$ cat config.mk
export PLATFORM = sky130hd
export DESIGN_NAME = imd_decoder
export DESIGN_NICKNAME = d
export VERILOG_FILES = /design/src/design/imd_pkg.sv /design/src/design/imd_decoder.sv
export VERILOG_INCLUDE_DIRS = /design/src /design/src/design
export SDC_FILE = /design/constraint.sdc
export NUM_CORES = 1
export LEC_CHECK = 0
export BUFFER_PORTS_ARGS = -buffer_cell sky130_fd_sc_hd__buf_4
export CORE_MARGIN = 8
export CORE_UTILIZATION = 40
export CTS_BUF_LIST = sky130_fd_sc_hd__clkbuf_8
export DETAILED_ROUTE_END_ITERATION = 8
export PLACE_DENSITY = 0.59
export SYNTH_ARGS = -nofsm -noshare
export SYNTH_HDL_FRONTEND = slang
export SYNTH_SLANG_ARGS = --single-unit
$ cat constraint.sdc
create_clock -name pclk -period 4 [get_ports pclk]
set_input_delay 0.8 -clock pclk [delete_from_list [all_inputs] [get_ports pclk]]
set_output_delay 0.8 -clock pclk [all_outputs]
set_load 0.005 [all_outputs]
$ cat src/design/imd_cfg.svh
// Purpose: Constants of the command message decoder
// Assumes: APB byte addresses, 32-bit data
// Notes:   Definitions only
`ifndef IMD_CFG_SVH
`define IMD_CFG_SVH

// --------------------
// Register byte offsets
// --------------------
`define IMD_REG_MSG_DATA   8'h00
`define IMD_REG_MSG_CTRL   8'h04
`define IMD_REG_STATUS     8'h08
`define IMD_REG_TX_PORT    8'h0c
`define IMD_REG_RX_PORT    8'h10
`define IMD_REG_DEV_CFG    8'h14
`define IMD_REG_GRP_SEL    8'h18
`define IMD_REG_GRP_CFG0   8'h1c
`define IMD_REG_GRP_CFG1   8'h20

// --------------------
// Control bit positions
// --------------------
`define IMD_CTRL_EXEC      0
`define IMD_CTRL_ABORT     1

// --------------------
// Message bytes
// --------------------
`define IMD_BYTE_HANDLER   0
`define IMD_BYTE_CODE      1
`define IMD_BYTE_P1        2
`define IMD_REPLY_OFFSET   8'h80
`define IMD_ALARM_HANDLER  8'hff

// --------------------
// Command codes and message lengths
// --------------------
`define IMD_CMD_DEV        8'h01
`define IMD_CMD_PORT       8'h03
`define IMD_CMD_LOOP       8'h04
`define IMD_CMD_GPAR       8'h05
`define IMD_CMD_GPORT      8'h06
`define IMD_CMD_GMODE      8'h07
`define IMD_LEN_DEV        5'h0a
`define IMD_LEN_PORT       5'h0a
`define IMD_LEN_LOOP       5'h03
`define IMD_LEN_GPAR       5'h0b
`define IMD_LEN_GPORT      5'h05
`define IMD_LEN_GMODE      5'h06

// --------------------
// Acknowledge codes and limits
// --------------------
`define IMD_ACK_OK         8'h00
`define IMD_ACK_BAD        8'h01
`define IMD_ACK_NOT_CFG    8'h02
`define IMD_GRP_MAX        8'h03
`define IMD_LINK_MIN       8'h01
`define IMD_LINK_MAX       8'h04
`define IMD_DELAY_MAX      16'h0400
`define IMD_LOOP_MAX       8'h03
`define IMD_SYM_MAX        8'h02
`define IMD_M_BASE         9'h020

// --------------------
// Reset values and timing counts
// --------------------
`define IMD_RST_LCD_THR    8'h68
`define IMD_RST_PORT       5'h1f
`define IMD_RST_STUFF      1'h1
`define IMD_RST_ADV        1'h1
`define IMD_STUFF_LAST     11'h7ff

`endif

$ cat src/design/imd_pkg.sv
// Purpose: Types of the command message decoder
// Assumes: imd_cfg.svh holds the numbers
// Notes:   Group count and buffer depth fixed here
package imd_pkg;

    // --------------------
    // Bus phase states
    // --------------------
    typedef enum logic [1:0] {
        IMD_BUS_IDLE = 2'b01,
        IMD_BUS_ACK  = 2'b10
    } imd_bus_t;

    // --------------------
    // Per-group configuration
    // --------------------
    typedef struct packed {
        logic [7:0]  logical_id;
        logic [1:0]  tx_m_code;
        logic [3:0]  rx_m_mask;
        logic [10:0] max_delay;
        logic        compat_v10;
        logic [2:0]  tx_min;
        logic [2:0]  rx_min;
        logic [4:0]  tx_port;
        logic [4:0]  rx_port;
        logic [1:0]  sym_mode;
        logic        stuff_common;
        logic        stuff_adv4;
        logic        configured;
    } imd_grp_t;

    // --------------------
    // Whole state of the decoder
    // --------------------
    typedef struct packed {
        imd_bus_t               bus_st;
        logic                   pready;
        logic                   pslverr;
        logic [31:0]            prdata;
        logic [15:0][7:0]       cmd_buf;
        logic [4:0]             cmd_len;
        logic [2:0][7:0]        out_buf;
        logic [1:0]             out_len;
        logic [1:0]             out_idx;
        logic [31:0]            tx_port_en;
        logic [31:0]            rx_port_en;
        logic [1:0]             loop_mode;
        logic [7:0]             lcd_thr;
        logic                   dev_setup_done;
        imd_grp_t [3:0]         grp;
        logic [1:0]             grp_sel;
        logic [3:0][7:0]        lcd_cnt;
        logic [3:0]             lcd_defect;
        logic [3:0]             alarm_pend;
        logic [3:0][10:0]       stuff_cnt;
        logic [3:0]             stuff_pulse;
        logic [3:0]             grp_oper;
        logic [3:0][8:0]        tx_frame_len;
    } imd_state_t;

endpackage

$ cat src/design/imd_decoder.sv
// Purpose: Command message decoder with APB register access
// Assumes: cell_tick, ocd_anomaly and link counts come from pclk logic
// Notes:   One reply or alarm message is held at a time
//
// Summary of operation
// - Reply handler is command handler plus 128
// - Alarm message: FFH, link id, alarm type
// - Codes 01H..22H, host sends only listed
// - Default device parameters until setup arrives
// - Loss defect after anomaly lasts threshold cells
// - Ack 0 ok, 1 bad length
// - Bytes 1-4 form transmit mask, MSB first
// - Bytes 5-8 form receive mask likewise
// - Loopback byte 0..3, others mean 0
// - Second group byte is logical group id
// - Frame length code 0..3 gives 32..256
// - Backward compatibility byte 1 allows v1.0
// - Operational only with enough transmit links
// - Receive minimum, symmetric mode uses transmit
// - Group ports 0..30, ack 2 if unconfigured
// - Symmetry mode above 2 treated as 0
// - Stuff mode byte, default common clock
// - Stuff advance bit: 1 or 4 frames
// - Common clock stuff after every 2048 cells
//
// Register access over APB and the placing of the registers were decided locally.
`timescale 1ns/10ps
`include "imd_cfg.svh"

module imd_decoder
    import imd_pkg::*;
(
    // Clock and reset
    input  wire logic              pclk,
    input  wire logic              presetn,
    // APB slave
    input  wire logic              psel,
    input  wire logic              penable,
    input  wire logic              pwrite,
    input  wire logic [7:0]        paddr,
    input  wire logic [31:0]       pwdata,
    output logic [31:0]            prdata,
    output logic                   pready,
    output logic                   pslverr,
    // Link status from the cell engine
    input  wire logic [3:0]        cell_tick,
    input  wire logic [3:0]        ocd_anomaly,
    input  wire logic [3:0][1:0]   link_group,
    input  wire logic [3:0][2:0]   tx_link_cnt,
    input  wire logic [3:0][2:0]   rx_link_cnt,
    // Device configuration
    output logic [31:0]            tx_port_en,
    output logic [31:0]            rx_port_en,
    output logic [1:0]             loop_mode,
    output logic [3:0]             lcd_defect,
    output logic [3:0]             stuff_insert,
    // Group configuration
    output logic [3:0][7:0]        grp_logical_id,
    output logic [3:0][8:0]        grp_tx_frame_len,
    output logic [3:0][3:0]        grp_rx_m_mask,
    output logic [3:0]             grp_compat_v10,
    output logic [3:0][4:0]        grp_tx_port,
    output logic [3:0][4:0]        grp_rx_port,
    output logic [3:0][1:0]        grp_sym_mode,
    output logic [3:0]             grp_stuff_adv4,
    output logic [3:0]             grp_operational
);

    // Alarm type index reported for delineation loss; arbitrary value
    parameter logic [7:0] ALARM_LCD = 8'h01;

    // ----------------------------------------
    // Reset image
    // ----------------------------------------
    function automatic imd_state_t reset_state();
        imd_state_t r;
        r = '0;
        r.bus_st = IMD_BUS_IDLE;
        r.lcd_thr = `IMD_RST_LCD_THR;
        for (int g = 0; g < 4; g++) begin
            r.grp[g].tx_port = `IMD_RST_PORT;
            r.grp[g].rx_port = `IMD_RST_PORT;
            r.grp[g].stuff_common = `IMD_RST_STUFF;
            r.grp[g].stuff_adv4 = `IMD_RST_ADV;
            r.tx_frame_len[g] = `IMD_M_BASE;
        end
        return r;
    endfunction

    localparam imd_state_t RST = reset_state();

    imd_state_t q;
    imd_state_t d;

    // ----------------------------------------
    // Next state
    // ----------------------------------------
    always_comb begin
        logic [7:0]  ack;
        logic [7:0]  code;
        logic [7:0]  gid_b;
        logic [1:0]  gid;
        logic [15:0] dly;
        logic [2:0]  rx_eff;
        logic        exec;
        logic [3:0]  pend_set;
        logic [3:0]  pend_clr;
        d = q;
        ack = `IMD_ACK_OK;
        code = q.cmd_buf[`IMD_BYTE_CODE];
        gid_b = q.cmd_buf[`IMD_BYTE_P1];
        gid = gid_b[1:0];
        dly = {q.cmd_buf[`IMD_BYTE_P1+4], q.cmd_buf[`IMD_BYTE_P1+5]};
        rx_eff = '0;
        exec = 1'b0;
        pend_set = '0;
        pend_clr = '0;
        d.stuff_pulse = '0;

        // Bus: no wait state, data settled in the setup cycle
        case (q.bus_st)
            IMD_BUS_IDLE: begin
                d.pready = 1'b0;
                d.pslverr = 1'b0;
                if (psel && !penable) begin
                    d.pready = 1'b1;
                    d.bus_st = IMD_BUS_ACK;
                    d.prdata = '0;
                    case (paddr)
                        `IMD_REG_MSG_DATA:
                            d.prdata = {24'h0, q.out_buf[q.out_idx]};
                        `IMD_REG_MSG_CTRL: d.prdata = '0;
                        `IMD_REG_STATUS:
                            d.prdata = {8'h0, q.grp_oper, q.lcd_defect, 7'h0, q.cmd_len,
                                        2'h0, q.dev_setup_done, q.out_idx != q.out_len};
                        `IMD_REG_TX_PORT: d.prdata = q.tx_port_en;
                        `IMD_REG_RX_PORT: d.prdata = q.rx_port_en;
                        `IMD_REG_DEV_CFG: d.prdata = {22'h0, q.lcd_thr, q.loop_mode};
                        `IMD_REG_GRP_SEL: d.prdata = {30'h0, q.grp_sel};
                        `IMD_REG_GRP_CFG0:
                            d.prdata = q.grp[q.grp_sel][46:15];
                        `IMD_REG_GRP_CFG1:
                            d.prdata = {17'h0, q.grp[q.grp_sel][14:0]};
                        default: d.pslverr = 1'b1;
                    endcase
                end
            end
            IMD_BUS_ACK: begin
                d.pready = 1'b0;
                d.pslverr = 1'b0;
                d.bus_st = IMD_BUS_IDLE;
                if (psel && penable && !q.pslverr) begin
                    if (pwrite) begin
                        case (paddr)
                            `IMD_REG_MSG_DATA: begin
                                if (q.cmd_len != 5'h10) begin
                                    d.cmd_buf[q.cmd_len[3:0]] = pwdata[7:0];
                                    d.cmd_len = q.cmd_len + 5'h01;
                                end
                            end
                            `IMD_REG_MSG_CTRL: begin
                                exec = pwdata[`IMD_CTRL_EXEC];
                                if (pwdata[`IMD_CTRL_ABORT])
                                    d.cmd_len = '0;
                            end
                            `IMD_REG_GRP_SEL: d.grp_sel = pwdata[1:0];
                            default: ;
                        endcase
                    end else if (paddr == `IMD_REG_MSG_DATA && q.out_idx != q.out_len) begin
                        d.out_idx = q.out_idx + 2'h1;
                    end
                end
            end
            default: begin
                d.bus_st = IMD_BUS_IDLE;
                d.pready = 1'b0;
                d.pslverr = 1'b0;
            end
        endcase

        // Command execution
        if (exec) begin
            case (code)
                `IMD_CMD_DEV: begin
                    if (q.cmd_len != `IMD_LEN_DEV)
                        ack = `IMD_ACK_BAD;
                    else begin
                        d.lcd_thr = q.cmd_buf[`IMD_BYTE_P1+7];
                        d.dev_setup_done = 1'b1;
                    end
                end
                `IMD_CMD_PORT: begin
                    if (q.cmd_len != `IMD_LEN_PORT)
                        ack = `IMD_ACK_BAD;
                    else begin
                        d.tx_port_en = {q.cmd_buf[`IMD_BYTE_P1], q.cmd_buf[`IMD_BYTE_P1+1],
                            q.cmd_buf[`IMD_BYTE_P1+2], q.cmd_buf[`IMD_BYTE_P1+3]};
                        d.rx_port_en = {q.cmd_buf[`IMD_BYTE_P1+4], q.cmd_buf[`IMD_BYTE_P1+5],
                            q.cmd_buf[`IMD_BYTE_P1+6], q.cmd_buf[`IMD_BYTE_P1+7]};
                    end
                end
                `IMD_CMD_LOOP: begin
                    if (q.cmd_len != `IMD_LEN_LOOP)
                        ack = `IMD_ACK_BAD;
                    else if (gid_b > `IMD_LOOP_MAX)
                        d.loop_mode = '0;
                    else
                        d.loop_mode = gid_b[1:0];
                end
                `IMD_CMD_GPAR: begin
                    if (q.cmd_len != `IMD_LEN_GPAR || gid_b > `IMD_GRP_MAX
                        || q.cmd_buf[`IMD_BYTE_P1+2] > `IMD_LOOP_MAX
                        || dly > `IMD_DELAY_MAX
                        || q.cmd_buf[`IMD_BYTE_P1+7] < `IMD_LINK_MIN
                        || q.cmd_buf[`IMD_BYTE_P1+7] > `IMD_LINK_MAX
                        || q.cmd_buf[`IMD_BYTE_P1+8] < `IMD_LINK_MIN
                        || q.cmd_buf[`IMD_BYTE_P1+8] > `IMD_LINK_MAX)
                        ack = `IMD_ACK_BAD;
                    else begin
                        d.grp[gid].logical_id = q.cmd_buf[`IMD_BYTE_P1+1];
                        d.grp[gid].tx_m_code = q.cmd_buf[`IMD_BYTE_P1+2][1:0];
                        d.grp[gid].rx_m_mask = q.cmd_buf[`IMD_BYTE_P1+3][3:0];
                        d.grp[gid].max_delay = dly[10:0];
                        d.grp[gid].compat_v10 =
                            (q.cmd_buf[`IMD_BYTE_P1+6] == 8'h01);
                        d.grp[gid].tx_min = q.cmd_buf[`IMD_BYTE_P1+7][2:0];
                        d.grp[gid].rx_min = q.cmd_buf[`IMD_BYTE_P1+8][2:0];
                        d.grp[gid].configured = 1'b1;
                    end
                end
                `IMD_CMD_GPORT: begin
                    if (q.cmd_len != `IMD_LEN_GPORT || gid_b > `IMD_GRP_MAX)
                        ack = `IMD_ACK_BAD;
                    else if (!q.grp[gid].configured)
                        ack = `IMD_ACK_NOT_CFG;
                    else begin
                        d.grp[gid].tx_port = q.cmd_buf[`IMD_BYTE_P1+1][4:0];
                        d.grp[gid].rx_port = q.cmd_buf[`IMD_BYTE_P1+2][4:0];
                    end
                end
                `IMD_CMD_GMODE: begin
                    if (q.cmd_len != `IMD_LEN_GMODE || gid_b > `IMD_GRP_MAX)
                        ack = `IMD_ACK_BAD;
                    else if (!q.grp[gid].configured)
                        ack = `IMD_ACK_NOT_CFG;
                    else begin
                        if (q.cmd_buf[`IMD_BYTE_P1+1] > `IMD_SYM_MAX)
                            d.grp[gid].sym_mode = '0;
                        else
                            d.grp[gid].sym_mode = q.cmd_buf[`IMD_BYTE_P1+1][1:0];
                        d.grp[gid].stuff_common = q.cmd_buf[`IMD_BYTE_P1+2][0];
                        d.grp[gid].stuff_adv4 = q.cmd_buf[`IMD_BYTE_P1+3][0];
                    end
                end
                // Other codes live elsewhere; refuse
                default: ack = `IMD_ACK_BAD;
            endcase
            d.out_buf[0] = q.cmd_buf[`IMD_BYTE_HANDLER] + `IMD_REPLY_OFFSET;
            d.out_buf[1] = ack;
            d.out_len = 2'h2;
            d.out_idx = '0;
            d.cmd_len = '0;
        end

        // Delineation loss per link
        for (int l = 0; l < 4; l++) begin
            if (!ocd_anomaly[l]) begin
                d.lcd_cnt[l] = '0;
                d.lcd_defect[l] = 1'b0;
            end else if (q.lcd_cnt[l] >= q.lcd_thr) begin
                d.lcd_defect[l] = 1'b1;
                pend_set[l] = !q.lcd_defect[l];
            end else if (cell_tick[l]) begin
                d.lcd_cnt[l] = q.lcd_cnt[l] + 8'h01;
            end
        end

        // Alarm waits until the reply slot drains; reply has priority
        if (!exec && q.out_idx == q.out_len && |q.alarm_pend) begin
            for (int l = 3; l >= 0; l--) begin
                if (q.alarm_pend[l]) begin
                    pend_clr = 4'h0;
                    pend_clr[l] = 1'b1;
                    d.out_buf[1] = 8'(l);
                end
            end
            d.out_buf[0] = `IMD_ALARM_HANDLER;
            d.out_buf[2] = ALARM_LCD;
            d.out_len = 2'h3;
            d.out_idx = '0;
        end
        d.alarm_pend = (q.alarm_pend & ~pend_clr) | pend_set;

        // Common clock stuffing, cell counter per link
        for (int l = 0; l < 4; l++) begin
            if (cell_tick[l]) begin
                d.stuff_cnt[l] = q.stuff_cnt[l] + 11'h001;
                if (q.stuff_cnt[l] == `IMD_STUFF_LAST)
                    d.stuff_pulse[l] = q.grp[link_group[l]].stuff_common;
            end
        end

        // Group readiness and frame length
        for (int g = 0; g < 4; g++) begin
            if (q.grp[g].sym_mode == 2'h0 && q.grp[g].rx_min != q.grp[g].tx_min)
                rx_eff = q.grp[g].tx_min;
            else
                rx_eff = q.grp[g].rx_min;
            d.grp_oper[g] = q.grp[g].configured
                && tx_link_cnt[g] >= q.grp[g].tx_min
                && rx_link_cnt[g] >= rx_eff;
            d.tx_frame_len[g] = `IMD_M_BASE << q.grp[g].tx_m_code;
        end
    end

    // ----------------------------------------
    // State register
    // ----------------------------------------
    always_ff @(posedge pclk or negedge presetn) begin
        if (!presetn)
            q <= RST;
        else
            q <= d;
    end

    // ----------------------------------------
    // Outputs
    // ----------------------------------------
    always_comb begin
        prdata = q.prdata;
        pready = q.pready;
        pslverr = q.pslverr;
        tx_port_en = q.tx_port_en;
        rx_port_en = q.rx_port_en;
        loop_mode = q.loop_mode;
        lcd_defect = q.lcd_defect;
        stuff_insert = q.stuff_pulse;
        grp_tx_frame_len = q.tx_frame_len;
        grp_operational = q.grp_oper;
        for (int g = 0; g < 4; g++) begin
            grp_logical_id[g] = q.grp[g].logical_id;
            grp_rx_m_mask[g] = q.grp[g].rx_m_mask;
            grp_compat_v10[g] = q.grp[g].compat_v10;
            grp_tx_port[g] = q.grp[g].tx_port;
            grp_rx_port[g] = q.grp[g].rx_port;
            grp_sym_mode[g] = q.grp[g].sym_mode;
            grp_stuff_adv4[g] = q.grp[g].stuff_adv4;
        end
    end

endmodule // imd_decoder

==> flow_summary.ini <==
[final_layout]
diodes = 0
finish.utilization_pct = 46.1
layout_common_cells = dfrtp_1, buf_4, mux2_2
nFillCells = 5876
final_common_cell = dfrtp_1
finalNonFillerCells = 3186
nets = 2408
fin_area_sq_mm = 0.0298
area_growth_pct = 13.7
final_layout_size_suffix_gt1_share_pct = 41.0

[detailed_routing]
viasPerCell = 5.41
drc = 0
routed_wl_mm = 78.4
dr.pass1.iters = 6
vias = 17200
wl_per_cell_um = 24.6
ant_nets = 0
drt-initial-drc-count = 1052

[clock_tree]
numCtsBuffers = 94
cts.hold.buffers_added = 0
max-clock-path-buffers = 3
post_cts.repair.setup_buffers = 0
clkTransAtPathRegs_ns = 0.06
clock_latency_ns = 0.70
root_buffer = clkbuf_8
htree_num_levels = 3
cts.repair.resized = 0
cts_tree = done
numClockSinks = 523

[synthesis]
ys.flop_type = dfrtp_1
syn_inst = 2137
synth.distinct_cells = 68
ys_warn_count = 0
synth_seq_area_share_pct = 50.3
syn_area_per_cell_sq_um = 12.2
ys_ff_latch = 523
synthesis.area_sq_mm = 0.0262
synth-async-reset-ratio_pct = 100
synth_edf_count = 0

[critical_path]
cp_cell_sequence = or4_1 > o41ai_2 > nand4_1 > or4b_2 > buf_4 > mux2_4
r2r_start = q[487]
critPathBufInv = 1
setup.worst_path.end_class = flip-flop
max_stage_delay_ns = 0.70
crit_fanout = 24
crit_required_ns = 4.56
cpLargestDelayFamily = simple AND/OR/NAND/NOR gates
crit_start = q[487]
cp-start-kind = flip-flop
slowest_stage = or4b_2
critPathKind = flip-flop to flip-flop
arrival_ns = 3.86

[sta]
max_slew_margin_pct = 35.1
fmax_mhz = 303
finalSetupTns_ns = 0
worst_slew_pin_slew_ns = 0.974
fin_ws_ns = 0.702
whs_ns = 0.0958
period_minus_slack_ns = 3.30
setup_violations = 0
skew_ns = 0.0336
hold_viol_final = 0
post-route-period-util_pct = 82.4
rsz0062_at_grt = no
finalMaxSlewViolations = 0

[status]
status = completed

[floorplanning]
rows = 93
die_h_um = 272
core_sq_mm = 0.0646
ios = 337
die_area_sq_mm = 0.0739
initial_core_util_pct = 40.5
die_w_um = 272

[global_route]
antenna_found_initial = 3
grt_max_degree = 97
grt_pass1_vias = 17900
grt_pass1_wl_mm = 118
grt.total_usage_pct = 20.9
grt_overflow_total = 0

[place]
dp_slack_ns = 0.385
hpwl_mm = 56.9
place_inst = 3014
port_buffers = 292
place_area_sq_mm = 0.0278
gp_congestion = 0.875

[pwr]
power_density_mw_per_mm2 = 385
total_power_mw = 11.5
irDropWorstVdd_mv = 0.368
p_leak_nw = 14.5

[hold_path]
min_path_type = input port to async pin

[flow_run]
maxCapViolations = 0
==> synthesized netlist by cell type (31+ instances only) <==
master	n	area, sq um
clkbuf_1	69	259
a21oi_1	35	175
xnor2_1	41	359
mux4_2	49	1100
inv_1	50	188
ha_1	68	851
dfstp_2	56	1470
buf_4	250	1880
dfrtp_1	467	11700
nor2_1	115	432
o21ai_0	56	280
mux2i_1	33	330
nand3_1	31	155
mux2_2	316	3560
nand2_1	103	387
==> layout make-up <==
cell class              count  area [sq um]  share of cell area, %
inverters                  50           188                  0.631
repair buffers            346          2690                   9.05
multi-input cells        1240         10700                   35.9
clock buffers             126          1730                   5.83
clock inverters            46           236                  0.795
well taps                 855          1070                   3.59
flip-flops and latches    523         13200                   44.2
==> logic make-up after synthesis <==
kind of cell / share of synthesized area [%]
AND/OR/NAND/NOR: 8.74
other: 0.0143
buffers and inverters: 9.36
flip-flops: 50.3
AO/OA/AOI/OAI: 5.80
adder cells (fa/ha/maj): 3.25
XOR/XNOR: 1.87
multiplexers: 20.7
==> final timing paths <==
| kind | end | slack, ns | depth (start not counted) |
|---|---|---|---|
| max | grp_logical_id[4] | 0.70 | 6 |
| min | stuff_insert[1] | 0.1 | 1 |
| max reg2reg | grp_logical_id[4] | 0.70 | 6 |
| min reg2reg | q[404] | 0.44 | 1 |
| max in group asynchronous | q[80] | 2.90 | 2 |
| min in group pclk | q[102] | 0.37 | 2 |
==> registers in the layout, summed over array words and instances, names as in the netlist, 8 cells and up <==
name	cells
q	291
grp_logical_id	32
prdata	32
rx_port_en	32
tx_port_en	32
grp_rx_port	20
grp_tx_port	20
grp_rx_m_mask	16
grp_tx_frame_len	16
grp_sym_mode	8
==> layer usage <==
metal | vias up | GRT usage [%] | wire length, um
li1 | 7628 | - | -
met1 | 8948 | 27.1 | 33100
met2 | 541 | 34.6 | 38000
met3 | 123 | 5.28 | 5270
met4 | 4 | 5.59 | 1920
met5 | - | 0 | 25
==> where the power goes <==
part / leakage, nW / switching, mW / internal [mW]
registers: 6.94 / 0.167 / 5.49
clock network: 1.14 / 2.33 / 2.83
logic: 6.38 / 0.362 / 0.297
Note: power is estimated with default switching activity, not from simulation.
